==> config.mk <==
export PLATFORM = sky130hd
export DESIGN_NAME = sgr_top
export DESIGN_NICKNAME = d
export VERILOG_FILES = /design/src/common/sgr_pkg.sv /design/src/sgr_fifo.sv /design/src/sgr_top.sv
export SDC_FILE = /design/constraint.sdc
export NUM_CORES = 1
export LEC_CHECK = 0
export BUFFER_PORTS_ARGS = -buffer_cell sky130_fd_sc_hd__clkbuf_2
export CORE_ASPECT_RATIO = 1.4
export CORE_UTILIZATION = 35
export CTS_BUF_LIST = sky130_fd_sc_hd__clkbuf_8
export DETAILED_ROUTE_END_ITERATION = 10
export PLACE_DENSITY = 0.63
export SYNTH_ARGS = -nofsm -noshare
export SYNTH_HDL_FRONTEND = slang
export SYNTH_SLANG_ARGS = --single-unit
==> constraint.sdc <==
create_clock -name clk -period 8.8 [get_ports clk]
set_clock_uncertainty 0.2 [all_clocks]
set_input_delay 1.32 -clock clk [delete_from_list [all_inputs] [get_ports clk]]
set_output_delay 1.32 -clock clk [all_outputs]
set_load 0.02 [all_outputs]
==> src/common/sgr_pkg.sv <==
// Shared constants for the status group reporter.
// Assumes a 100 MHz clock and a 17-bit information word per telemetry word.
package sgr_pkg;
    // ****************************************
    // Word layout
    // ****************************************
    localparam int INFO_BITS = 17;
    localparam int PAR_BITS = 7;
    localparam int ADDR_LSB = 9;
    localparam int ADDR_W = 8;
    localparam int GROUP_LSB = 4;
    localparam int GROUP_W = 4;
    localparam int CMD_BIT = 3;
    localparam int SUB_W = 4;
    localparam int STATUS_W = 16;
    localparam int NUM_GROUPS = 16;
    localparam int NUM_SUBS = 16;
    localparam int NUM_POINTS = 4096;
    // ****************************************
    // Timing
    // ****************************************
    localparam int CLK_HZ = 100_000_000;
    localparam int STEP_MS = 100;
    localparam int STEP_CYCLES = CLK_HZ / 1000 * STEP_MS;
    localparam int SETTLE_MS = 20;
    localparam int SETTLE_CYCLES = CLK_HZ / 1000 * SETTLE_MS;
    localparam int RELEASE_MS = 20;
    localparam int RELEASE_CYCLES = CLK_HZ / 1000 * RELEASE_MS;
    localparam logic [3:0] SUB_LAST = 4'hf;
    typedef enum logic [1:0] {SGR_IDLE, SGR_SETTLE, SGR_WAIT, SGR_RELEASE} sgr_state_t;
endpackage : sgr_pkg

==> src/sgr_fifo.sv <==
// Word FIFO between the group transmitter and the transmission control unit.
// Assumes one clock; both sides use valid/ready.
module sgr_fifo #(
    parameter int WIDTH = 16,
    parameter int DEPTH = 8
) (
    // Clock and reset
    input wire logic clk,
    input wire logic srst,
    // Fill side
    input wire logic [WIDTH-1:0] in_data,
    input wire logic in_valid,
    output logic in_ready,
    // Drain side
    output logic [WIDTH-1:0] out_data,
    output logic out_valid,
    input wire logic out_ready
);
    localparam int AW = $clog2(DEPTH);
    logic [WIDTH-1:0] mem [DEPTH];
    logic [AW-1:0] wr_reg;
    logic [AW-1:0] rd_reg;
    logic [AW:0] cnt_reg;
    wire push = in_valid && in_ready;
    wire pop = out_valid && out_ready;

    assign in_ready = cnt_reg < (AW+1)'(DEPTH);
    assign out_valid = cnt_reg != '0;
    assign out_data = mem[rd_reg];

    always_ff @(posedge clk) begin
        if (push) begin
            mem[wr_reg] <= in_data;
        end
    end

    always_ff @(posedge clk) begin
        if (srst) begin
            wr_reg <= '0;
            rd_reg <= '0;
            cnt_reg <= '0;
        end else begin
            if (push) begin
                wr_reg <= (wr_reg == AW'(DEPTH - 1)) ? '0 : wr_reg + 1'b1;
            end
            if (pop) begin
                rd_reg <= (rd_reg == AW'(DEPTH - 1)) ? '0 : rd_reg + 1'b1;
            end
            cnt_reg <= cnt_reg + (AW+1)'(push) - (AW+1)'(pop);
        end
    end
endmodule : sgr_fifo

==> src/sgr_top.sv <==
// Status group reporter of a remote station: request decode, matrix stepping,
// reply word loading and eavesdrop storage.
// Assumes the transmission control unit delivers checked-in 17-bit words with parity.
// Function
// - Bit 3 set marks group report command
// - Parity then address checked before processing
// - Group number held in 4-bit store
// - Status space 4096 points, 16x16x16
// - Group column, subgroup row select element
// - Selected element gives 16 parallel bits
// - Column held while subgroups count 0..15
// - Subgroup steps about ten per second
// - Each step loads one 16-bit status word
// - Settle delay before loading enabled subgroup
// - Release delay before next element, no interleave
// - Interleaving omits the release delay
// - Only addressed remote replies, sixteen words
// - Eavesdrop request forwards address and group
// - Eavesdrop receiver arms to count replies
// - Storage enabled by station and subgroup; the group is not compared
// - Received word broadcast, one unit loads
// - Stored bits drive display outputs
// - Parity mismatch discards word silently
// - Seventeen information bits per word
module sgr_top
    import sgr_pkg::*;
#(
    parameter int STEP_CNT = STEP_CYCLES,
    parameter int SETTLE_CNT = SETTLE_CYCLES,
    parameter int RELEASE_CNT = RELEASE_CYCLES,
    parameter int FIFO_DEPTH = 8
) (
    // Clock and reset
    input wire logic clk,
    input wire logic srst,
    // Configuration
    input wire logic [ADDR_W-1:0] own_addr,
    input wire logic [ADDR_W-1:0] watch_addr,
    input wire logic watch_en,
    input wire logic interleave_en,
    // Received words from the transmission control unit
    input wire logic [INFO_BITS-1:0] rx_info,
    input wire logic [PAR_BITS-1:0] rx_parity,
    input wire logic rx_valid,
    // Status matrix
    output logic [GROUP_W-1:0] col_sel,
    output logic col_en,
    output logic [SUB_W-1:0] row_sel,
    output logic row_en,
    input wire logic [STATUS_W-1:0] status_in,
    // Words toward the transmission control unit
    output logic [STATUS_W-1:0] tx_word,
    output logic tx_valid,
    input wire logic tx_ready,
    // Eavesdrop storage outputs and busy flag (report or eavesdrop active)
    output logic [NUM_SUBS*STATUS_W-1:0] store_out,
    output logic busy
);
    // ****************************************
    // Parity and decode
    // ****************************************
    // Each parity bit covers info bits whose index mod 7 matches
    function automatic logic [PAR_BITS-1:0] gen_par(input logic [INFO_BITS-1:0] d);
        logic [PAR_BITS-1:0] p;
        p = '0;
        for (int i = 0; i < INFO_BITS; i++) begin
            p[i % PAR_BITS] ^= d[i];
        end
        return p;
    endfunction : gen_par

    wire par_ok = gen_par(rx_info) == rx_parity;
    wire word_ok = rx_valid && par_ok;
    wire is_cmd = rx_info[CMD_BIT];
    wire [ADDR_W-1:0] w_addr = rx_info[ADDR_LSB +: ADDR_W];
    wire [GROUP_W-1:0] w_group = rx_info[GROUP_LSB +: GROUP_W];
    wire [STATUS_W-1:0] w_data = rx_info[STATUS_W-1:0];
    wire own_req = word_ok && is_cmd && (w_addr == own_addr);
    wire spy_req = word_ok && is_cmd && watch_en && (w_addr == watch_addr);

    // ****************************************
    // Group transmitter
    // ****************************************
    sgr_state_t st_reg, st_next;
    logic [GROUP_W-1:0] grp_reg;
    logic [SUB_W-1:0] sub_reg;
    logic [31:0] tmr_reg;
    logic fifo_in_ready;
    logic load_reg;
    logic [STATUS_W-1:0] load_word_reg;
    logic spy_act_reg;
    wire tmr_done = tmr_reg == 32'h0;
    wire last_sub = sub_reg == SUB_LAST;
    // Step spacing never shorter than one full settle
    wire [31:0] step_gap = (STEP_CNT > SETTLE_CNT) ? 32'(STEP_CNT - SETTLE_CNT) : 32'h1;

    always_comb begin
        st_next = st_reg;
        case (st_reg)
            SGR_IDLE: if (own_req) st_next = SGR_SETTLE;
            SGR_SETTLE: if (tmr_done && fifo_in_ready) st_next = SGR_WAIT;
            SGR_WAIT: begin
                if (tmr_done) begin
                    if (last_sub) st_next = SGR_IDLE;
                    else if (interleave_en) st_next = SGR_SETTLE;
                    else st_next = SGR_RELEASE;
                end
            end
            SGR_RELEASE: if (tmr_done) st_next = SGR_SETTLE;
            default: st_next = SGR_IDLE;
        endcase
    end

    always_ff @(posedge clk) begin
        if (srst) begin
            st_reg <= SGR_IDLE;
            grp_reg <= '0;
            sub_reg <= '0;
            tmr_reg <= '0;
        end else begin
            st_reg <= st_next;
            if (st_reg == SGR_IDLE && own_req) begin
                grp_reg <= w_group;
                sub_reg <= '0;
                tmr_reg <= 32'(SETTLE_CNT);
            end else if (st_reg == SGR_SETTLE && tmr_done && fifo_in_ready) begin
                tmr_reg <= step_gap;
            end else if (st_reg == SGR_WAIT && tmr_done) begin
                if (!last_sub) sub_reg <= sub_reg + 1'b1;
                tmr_reg <= interleave_en ? 32'(SETTLE_CNT) : 32'(RELEASE_CNT);
            end else if (st_reg == SGR_RELEASE && tmr_done) begin
                tmr_reg <= 32'(SETTLE_CNT);
            end else if (!tmr_done) begin
                tmr_reg <= tmr_reg - 32'h1;
            end
        end
    end

    // Load gate: one status word per subgroup step
    always_ff @(posedge clk) begin
        if (srst) begin
            load_reg <= 1'b0;
            load_word_reg <= '0;
        end else begin
            load_reg <= (st_reg == SGR_SETTLE) && tmr_done && fifo_in_ready;
            load_word_reg <= status_in;
        end
    end

    // ****************************************
    // Matrix drive
    // ****************************************
    always_ff @(posedge clk) begin
        if (srst) begin
            col_sel <= '0;
            col_en <= 1'b0;
            row_sel <= '0;
            row_en <= 1'b0;
            busy <= 1'b0;
        end else begin
            // Enables follow the state register so a stale column or row never lights
            col_sel <= grp_reg;
            col_en <= st_reg != SGR_IDLE;
            row_sel <= sub_reg;
            row_en <= (st_reg == SGR_SETTLE) || (st_reg == SGR_WAIT);
            busy <= (st_next != SGR_IDLE) || spy_act_reg;
        end
    end

    // ****************************************
    // Reply buffer
    // ****************************************
    logic [STATUS_W-1:0] fifo_data;
    logic fifo_valid;

    sgr_fifo #(
        .WIDTH(STATUS_W),
        .DEPTH(FIFO_DEPTH)
    ) u_fifo (
        .clk(clk),
        .srst(srst),
        .in_data(load_word_reg),
        .in_valid(load_reg),
        .in_ready(fifo_in_ready),
        .out_data(fifo_data),
        .out_valid(fifo_valid),
        .out_ready(!tx_valid || tx_ready)
    );

    always_ff @(posedge clk) begin
        if (srst) begin
            tx_valid <= 1'b0;
            tx_word <= '0;
        end else if (!tx_valid || tx_ready) begin
            tx_valid <= fifo_valid;
            tx_word <= fifo_data;
        end
    end

    // ****************************************
    // Eavesdrop receiver
    // ****************************************
    logic [SUB_W-1:0] spy_sub_reg;
    logic [GROUP_W-1:0] spy_grp_reg;
    wire spy_word = spy_act_reg && word_ok && !is_cmd;

    always_ff @(posedge clk) begin
        if (srst) begin
            spy_act_reg <= 1'b0;
            spy_sub_reg <= '0;
            spy_grp_reg <= '0;
        end else if (spy_req) begin
            spy_act_reg <= 1'b1;
            spy_sub_reg <= '0;
            spy_grp_reg <= w_group;
        end else if (spy_word) begin
            spy_sub_reg <= spy_sub_reg + 1'b1;
            if (spy_sub_reg == SUB_LAST) spy_act_reg <= 1'b0;
        end
    end

    // Storage for the watched group: one unit per subgroup
    for (genvar s = 0; s < NUM_SUBS; s++) begin : g_store
        wire unit_en = spy_word && (spy_sub_reg == SUB_W'(s));
        always_ff @(posedge clk) begin
            if (srst) begin
                store_out[s*STATUS_W +: STATUS_W] <= '0;
            end else if (unit_en) begin
                store_out[s*STATUS_W +: STATUS_W] <= w_data;
            end
        end
    end
endmodule : sgr_top

== Word level (Yosys, flattened, before mapping) ==
Memories as Yosys holds them, arrays and structs flattened. A register that Yosys moved wholly into a read port is not among the register bits.
Index checks and enable logic that the tools add are counted.
Widths: inputs -> output; s select.

* Logic and storage cells: 150
* Output and inout bits: 284
* Bits in writable memories: 128
* Memories: 1
* Register bits: 342

{| class="wikitable"
|+ Memory list
! name !! depth !! width !! read ports !! clocked after Yosys merged registers in !! write ports !! line !! source
|-
| u_fifo.mem || 8 || 16 || 1 || 1 || 1 || sgr_fifo.sv:20 || <nowiki>logic [WIDTH-1:0] mem [DEPTH];</nowiki>
|}

* Multiplexer cells: 19
* Equal/unequal tests: 26
* Add/sub/neg operators: 7
* Reduce and logical (&&, ||, !) cells: 49
* Magnitude comparators: 1
* Bitwise logic cells: 12

{| class="wikitable"
|+ Operators by type and width
! cell !! number
|-
| $mux 23 || 4
|-
| $eq 4x4->1 const B || 9
|-
| $logic_not 32->1 || 1
|-
| $sub 32x1->32 const B || 1
|-
| $logic_and 1x1->1 || 31
|-
| $mux 21 || 1
|-
| $eq 4x3->1 const B || 4
|-
| $eq 8x8->1 || 2
|-
| $mux 2 || 6
|-
| $xor 1x1->1 || 10
|-
| $add 4x1->4 const B || 2
|-
| $eq 4x2->1 const B || 2
|-
| $pmux 2 s4 || 1
|-
| $reduce_bool 2->1 || 4
|-
| $eq 7x7->1 || 1
|-
| $add 3x1->3 const B || 2
|-
| $eq 3x3->1 const B || 2
|-
| $mux 3 || 2
|-
| $mux 1 || 5
|-
| $ne 5x1->1 const B || 1
|-
| $reduce_or 5->1 || 1
|-
| $add 4x1->4 || 1
|-
| $eq 2x2->1 const B || 2
|-
| $eq 4x1->1 const B || 1
|-
| other kinds (13) || 18
|}

== Longest topological paths before layout ==
Gate-level depths: netlist of run 1.

* Depth after elaboration: 10
* Mapped depth: 11

== By module ==
A second synthesis of run 1 with hierarchy kept.

* Cells, all modules: 1600
* Area total of the unflattened synthesis: 19525.0 um^2

{| class="wikitable"
|+ By module, submodules not included
! module !! instances !! cells each !! seq. area each (um^2) !! area each (um^2)
|-
| sgr_top || 1 || 1334 || 6966.7 || 13927.1
|-
| sgr_fifo || 1 || 266 || 4103.9 || 5597.9
|}

== Least setup slack after synthesis of run 1 ==
OpenSTA, ideal clock, no wires.

* Path kind: input -> register
* From: input rx_info[5]
* To: register store_out[250]
* Setup time: 0.116 ns
* Buffers on the path: 3
* Stages: 9
* Data required time: 8.484 ns
* Arrival: 3.253 ns
* Path slack: 5.231 ns
* Cell sequence: xor2_1 > xnor2_1 > nand4_1 > or4_1 > buf_2 > or2_1 > clkbuf_1 > buf_2 > a31o_2

* Longest elaborated chain between the ends: 6

{| class="wikitable"
|+ Ends and longest elaborated chain
! element !! line !! source
|-
| from (decl) || sgr_top.sv:42 || <nowiki>input wire logic [INFO_BITS-1:0] rx_info,</nowiki>
|-
| $xor 1x1->1 || sgr_top.sv:67 || <nowiki>p[i % PAR_BITS] ^= d[i];</nowiki>
|-
| $eq 7x7->1 || sgr_top.sv:72 || <nowiki>wire par_ok = gen_par(rx_info) == rx_parity;</nowiki>
|-
| $logic_and 1x1->1 || sgr_top.sv:73 || <nowiki>wire word_ok = rx_valid && par_ok;</nowiki>
|-
| $logic_and 1x1->1 (2 in a row) || sgr_top.sv:205 || <nowiki>wire spy_word = spy_act_reg && word_ok && !is_cmd;</nowiki>
|-
| $logic_and 1x1->1 || sgr_top.sv:224 || <nowiki>wire unit_en = spy_word && (spy_sub_reg == SUB_W'(s));</nowiki>
|-
| to (signal, indexed assignment) || sgr_top.sv:229 || <nowiki>store_out[s*STATUS_W +: STATUS_W] <= w_data;</nowiki>
|-
| to (decl) || sgr_top.sv:56 || <nowiki>output logic [NUM_SUBS*STATUS_W-1:0] store_out,</nowiki>
|}

No other way between the ends.
A chain may end at the register's enable or synchronous reset.

== Final worst setup path of run 1 ==
* From: input rx_info[15]
* To: register store_out[19]

Same word-level chain as after synthesis.

==> reports/results.tsv, run 1 <==
metric	value	unit
final_util	0.433	
worstHoldPathCells	2	
ctsResizeCount	0	
max_freq	222	MHz
maxCapViolCount	0	
finalCritPeriodShare	0.511	
cts_buffer_depth	3	
die_height	274	um
htreeDepth	3	
drc_errors	0	
p_int	3.95	mW
antenna_found_initial	0	
dr.pass1.iters	6	
grt_overflow	0	
setup_viol	0	
synthArstFlopShare	0	
pwr-share-seq	0.448	
post_cts.repair.setup_buffers	0	
fp.dieW	196	um
regArea	11000	sq um
min_path_type	flop to flop	
port_buffers	345	
routed_wl	55.5	mm
largest_register_ffs	256	
wl_per_cell	20.7	um
hold_viol	0	
ys_seq_area_frac	0.596	
yosys_most_used_dff	dfxtp_1	
rsz0062_at_grt	no	
area_delta_synth_final	22.2	%
critPathCaptureType	flop	
instances_no_fill	2678	
p_comb_frac	0.186	
r2r_slack	5.21	ns
diodes	0	
synth.cell_area	18500	sq um
required	9.14	ns
nNetsFinal	1997	
synth_enable_flop_cells	128	
drtIter0Drc	618	
vias	13100	
outcome	finished, final reports clean	
ant_nets	0	
power.share.clock	0.366	
fp-row-count	99	
relSlewSlack	0.235	
tightest_slew	1.14	ns
final_cell_area	22600	sq um
crit_path_max_fanout	19	
crit_type	input port to flop	
drv_slew	0	
die_area	53700	sq um
synth.net_count	1648	
reg2reg_to	tmr_reg[1]$_SDFFE_PP0N_	
grt_max_degree	167	
multiInputGateArea	7030	sq um
reg2reg_depth	6	
clkTransAtPathRegs	0.06	ns
synth-seq-cells	486	
layout-drive-gt1-share	0.285	
start_util	0.354	
worstPathArrival	4.84	ns
place_area	20900	sq um
gp_congestion	0.801	
switching_share	0.293	
p_leak	10.3	nW
grt_pass1_wl	81.0	mm
min_period	4.50	ns
setup_ws	4.30	ns
core	52100	sq um
io_pins	346	
max-vdd-ir-drop	0.000135	V
reg2reg_from	tmr_reg[10]$_SDFFE_PP0P_	
cts_root_buffer	clkbuf_8	
yosysWarnings	0	
hpwl	37.3	mm
min_to	store_out[62]$_SDFFE_PP0P_	
hp-start	store_out[62]$_SDFFE_PP0P_	
dp.cells	2541	
dp_slack	3.61	ns
yosysUniqueCellTypes	52	
cts_tree	built	
postSynthCellCount	1564	
synth_area_per_cell	11.8	sq um
worstSkewPairLatency	0.67	ns
numClockSinks	486	
power_density	248	nW/um^2
setup_tns	0	ns
grt_pass1_vias	13200	
cp-start-kind	input port	
cts_hold_buf	0	
vias_per_cell	4.89	
track_usage	0.205	
numCtsBuffers	77	
fill_cells	4928	
p_sw	1.64	mW
-- how the worst max path moves through the flow --
stage / startpoint / to / depth (start not counted) / slack (ns)
2_1_floorplan: rx_info[5] / store_out[250]$_SDFFE_PP0P_ / 9 / 5.23
3_3_place_gp: rx_info[14] / store_out[19]$_SDFFE_PP0P_ / 7 / 3.70
3_5_place_dp: rx_info[14] / store_out[131]$_SDFFE_PP0P_ / 7 / 3.61
4_1_cts: rx_info[14] / store_out[131]$_SDFFE_PP0P_ / 7 / 4.34
5_1_grt: rx_info[14] / store_out[131]$_SDFFE_PP0P_ / 7 / 4.15
6_report: rx_info[15] / store_out[19]$_SDFFE_PP0P_ / 7 / 4.30
-- power groups by stage --
stage               clock, mW  combinational [mW]  sequential (mW)
floorplan                   0               0.787             2.56
global placement            0                1.03             2.55
detailed placement          0                1.04             2.55
CTS                      2.10                1.05             2.51
global route             2.19                1.15             2.52
finish                   2.05                1.04             2.50
-- final cells by class --
| cell class | instances | area share |
|---|---|---|
| multi-input combinational | 955 | 0.311 |
| timing repair buffer | 372 | 0.0855 |
| clock buffer | 87 | 0.0531 |
| sequential | 486 | 0.488 |
| inverter | 21 | 0.00383 |
| tap | 707 | 0.0392 |
| clock inverter | 50 | 0.0192 |
-- logic make-up after synthesis --
kind of cell / Yosys count / synth area share
AOI/OAI and AO/OA: 78 / 0.0301
xor gates and xnor gates: 66 / 0.0313
adders and majority gates: 22 / 0.0153
buffers and inverters: 123 / 0.0272
DFF: 486 / 0.596
muxes: 281 / 0.174
and+or+nand+nor: 508 / 0.126
-- synthesized netlist by cell type, drive strengths merged, types with 4 or more instances --
master  count  share of area
a21oi      24         0.0067
and3       21         0.0071
nand2b      4         0.0014
o21ai       7         0.0021
xnor2      31          0.015
ha         21          0.014
inv        21         0.0043
buf        24         0.0071
nor4       18         0.0071
nand2     263          0.053
xor2       35          0.017
nor3       34         0.0098
nand4      12         0.0041
edfxtp    128           0.21
nor2b      29         0.0098
mux4       32          0.039
nor2       79          0.016
or4         9         0.0043
a31o       15         0.0071
a211oi     20         0.0081
mux2i     249           0.13
nand3      24         0.0065
dfxtp     358           0.39
or2         4         0.0014
clkbuf     78          0.016
-- stage by stage --
| step | hold slack, ns | power [mW] |
|---|---|---|
| floorplan | 0.237 | 3.34 |
| global placement | 0.242 | 3.57 |
| detailed placement | 0.246 | 3.59 |
| CTS | 0.259 | 5.66 |
| global route | 0.279 | 5.86 |
| finish | 0.258 | 5.59 |
-- layer usage --
layer	routed length [um]	global-route usage
met4	2070	0.0970
met1	22900	0.244
met3	4210	0.0578
met5	0	0
met2	26300	0.340
-- critical path, stage by stage --
cell and delay [ns]:
clkbuf_2 0.16, xnor2_1 0.16, xnor2_1 0.45, nand4_1 0.38
nor3_4 0.88, nand3_1 0.96, and3_1 0.51
-- cells in the final DEF, fill, tap and decap left out, types with 4 or more instances in the layout --
cell type  Yosys  routed
nand4_1       12      12
nor4_2         3       4
mux2i_1      249     249
bufinv_16      0       7
buf_4          1      27
a21oi_1       23      23
nand2_1      263     263
xnor2_1       31      31
nand2b_1       4       4
and3_1        21      21
clkinv_2       0      14
nor4_1        15      14
nor3_4         0       5
a211oi_1      20      20
xor2_1        35      35
clkinv_1       0       4
nor3_1        32      27
clkbuf_8       0      87
a31o_2        15      15
edfxtp_1     128     128
mux4_2        32      32
nand3_1       24      24
inv_1         21      39
nor2_1        79      76
clkbuf_2       0     345
dfxtp_1      358     356
or4_1          6       6
nor2b_1       29      29
o21ai_0        5       5
ha_1          21      21
Power figures use the tool's default switching activity.
==> run 2, diff against run 1 <==
Settings changed: ABC_AREA set to 1, PLACE_DENSITY 0.63 to 0.64.
Clock period 8.8 ns to 3.7 ns, I/O delays scaled along.
==> run 2 against run 1 <==
Count of clock-buffer cells in the layout up 10. Synthesized area up 12%. Largest power group unchanged. Die area up 12%. First-iteration DRC count up 75%. Flip-flop and latch count unchanged. Sequential share of layout area down 4.3 points. Core utilization down 0.98 points. Non-clock buffer count up 40.
==> reports/results.tsv, run 2 <==
metric	value	unit
max-vdd-ir-drop	0.000302	V
cts_tree	built	
final_util	0.423	
nNetsFinal	3164	
grt_overflow	0	
synth_area_per_cell	7.57	sq um
worstHoldPathCells	3	
final_cell_area	24700	sq um
reg2reg_to	tmr_reg[5]$_SDFFE_PP0N_	
yosysUniqueCellTypes	39	
drtIter0Drc	1080	
p_leak	12.8	nW
r2r_slack	1.13	ns
start_util	0.354	
synth_top_area_frac	0.347	
regArea	11000	sq um
required	4.06	ns
crit_type	input port to flop	
tightest_slew	1.08	ns
setup_tns	0	ns
worstPathArrival	2.98	ns
track_usage	0.197	
multiInputGateArea	7430	sq um
ys_seq_area_frac	0.532	
numClockSinks	486	
power_density	557	nW/um^2
min_path_type	input port to flop	
max_freq	383	MHz
grt_pass1_vias	16100	
clkTransAtPathRegs	0.06	ns
path_depth	14	
synth.net_count	2817	
layout-drive-gt1-share	0.168	
largest_register_ffs	256	
numCtsBuffers	79	
synth_enable_flop_cells	128	
synth_common_cells	nor2_1 (695), nand2_1 (668), inv_1 (384)	
gp_congestion	0.878	
grt_max_degree	119	
place_area	23000	sq um
vias_per_cell	4.45	
synth_area_leader_cell	dfxtp_1	
drc_errors	0	
hold_viol	0	
critPathTopFamily	simple AND/OR/NAND/NOR gates	
cts_root_buffer	clkbuf_8	
wl_per_cell	15.5	um
crit_chain	dlygate4sd3_1, clkbuf_2, inv_1, nand2_1, nand3_1, nand2_1, nor2_2, nand2_2, nor3_4, buf_4, nand3_4, nand2_1, nand2_1, nor2_1	
ant_nets	0	
power	13.8	mW
holdWs	0.0840	ns
cp-start-kind	input port	
min_period	2.61	ns
synthArstFlopShare	0	
setup_viol	0	
rsz0062_at_grt	no	
antenna_found_initial	2	
htreeDepth	3	
min_to	grp_reg[1]$_SDFFE_PP0P_	
synth_area_leaders	dfxtp_1 (35%), edfxtp_1 (19%), nor2_1 (13%)	
core	58500	sq um
port_buffers	345	
ctsResizeCount	0	
finalCritPeriodShare	0.706	
fp-row-count	105	
fill_cells	5876	
relSlewSlack	0.281	
cts_buffer_depth	3	
dr.pass1.iters	5	
synth-seq-cells	486	
yosys_most_used_dff	dfxtp_1	
cp_num_buf_inv	4	
vias	17300	
final_common_cell	nor2_1	
grt_pass1_wl	91.5	mm
outcome	finished, final reports clean	
die_area	60100	sq um
io_pins	346	
routed_wl	60.3	mm
cp_slowest_cell	dlygate4sd3_1	
crit_path_max_fanout	31	
die_height	290	um
drv_slew	0	
postSynthCellCount	2733	
synth_most_common_cell	nor2_1	
reg2reg_from	tmr_reg[12]$_SDFFE_PP0P_	
maxCapViolCount	0	
hpwl	40.3	mm
critPathCaptureType	flop	
cpMostUsedCell	nand2_1	
layout_common_cells	nor2_1 (695), nand2_1 (668), inv_1 (407)	
fp.dieW	207	um
reg2reg_depth	9	
area_delta_synth_final	19.6	%
synth.cell_area	20700	sq um
hp-start	rx_info[5]	
worst_path_largest_cell_delay	0.54	ns
worstSkewPairLatency	0.66	ns
yosysWarnings	0	
[run 2: changes by cell type after synthesis, sizes merged, moves of 18 or more]
| cell | before | now |
|---|---|---|
| and3 | 21 | 3 |
| buf | 24 | 83 |
| inv | 21 | 389 |
| mux2i | 249 | 0 |
| mux4 | 32 | 0 |
| nand2 | 263 | 670 |
| nand3 | 24 | 77 |
| nor2 | 79 | 698 |
| nor2b | 29 | 0 |
| nor3 | 34 | 8 |
| o21ai | 7 | 77 |
| o22ai | 0 | 34 |
[run 2: area by class of cell]
cell class | count | area share
antenna | 2 | 0.000202
clock buffer | 97 | 0.0540
clock inverter | 44 | 0.00946
inverter | 390 | 0.0595
multi-input combinational | 1711 | 0.301
sequential | 486 | 0.445
tap | 749 | 0.0379
timing repair buffer | 412 | 0.0930
[run 2: logic make-up (layout without fill, tap and decap cells)]
family / count (synthesis) / count (layout) / share of synthesized area
AND/OR/NAND/NOR: 1483 / 1483 / 0.284
XOR/XNOR: 35 / 35 / 0.0148
adder cells (fa/ha/maj): 22 / 22 / 0.0137
flip-flops: 486 / 486 / 0.532
AO/OA/AOI/OAI: 171 / 171 / 0.0468
other: 0 / 2 / 0
buffers and inverters: 536 / 943 / 0.108
[run 2: repair_timing]
action,4_1_cts,5_1_grt
setup endpoints to repair,0,0
buffers inserted,0,0
hold buffers,18,0
endpoints found under the hold margin,19,0
[run 2: how the worst max path moves through the flow]
| stage | start | end |
|---|---|---|
| finish | rx_info[6] | store_out[166]$_SDFFE_PP0P_ |
| floorplan | rx_info[2] | store_out[134]$_SDFFE_PP0P_ |
| detailed placement | rx_info[2] | store_out[56]$_SDFFE_PP0P_ |
| CTS | rx_info[6] | store_out[152]$_SDFFE_PP0P_ |
| global route | rx_info[6] | store_out[129]$_SDFFE_PP0P_ |
| global placement | rx_info[8] | store_out[56]$_SDFFE_PP0P_ |
[run 2: through the flow]
stage          std cells  setup WS (ns)
3_3_place_gp        3730          0.921
6_report            3891           1.09
2_1_floorplan       2733           1.36
4_1_cts             3889           1.11
5_1_grt             3890          0.813
3_5_place_dp        3730          0.907
[run 2: power breakdown]
group	total (mW)	switching, mW	internal, mW
clock	4.65	2.19	2.45
sequential	5.97	0.246	5.72
combinational	3.15	2.04	1.11
[run 2: metal layers]
layer | global-route usage | share of wire | vias up
met5 | 0 | 0 | -
li1 | - | - | 8962
met4 | 0.0774 | 0.027 | 0
met3 | 0.0566 | 0.072 | 85
met1 | 0.219 | 0.40 | 7810
met2 | 0.355 | 0.50 | 475
[run 2: worst register-to-register path, delay by kind of cell, from the launching register on]
kind / cells / cell delay (ns)
AOI/OAI and AO/OA: 1 / 0.29
buffers and inverters: 1 / 0.27
DFF: 1 / 0.33
and+or+nand+nor: 7 / 1.40
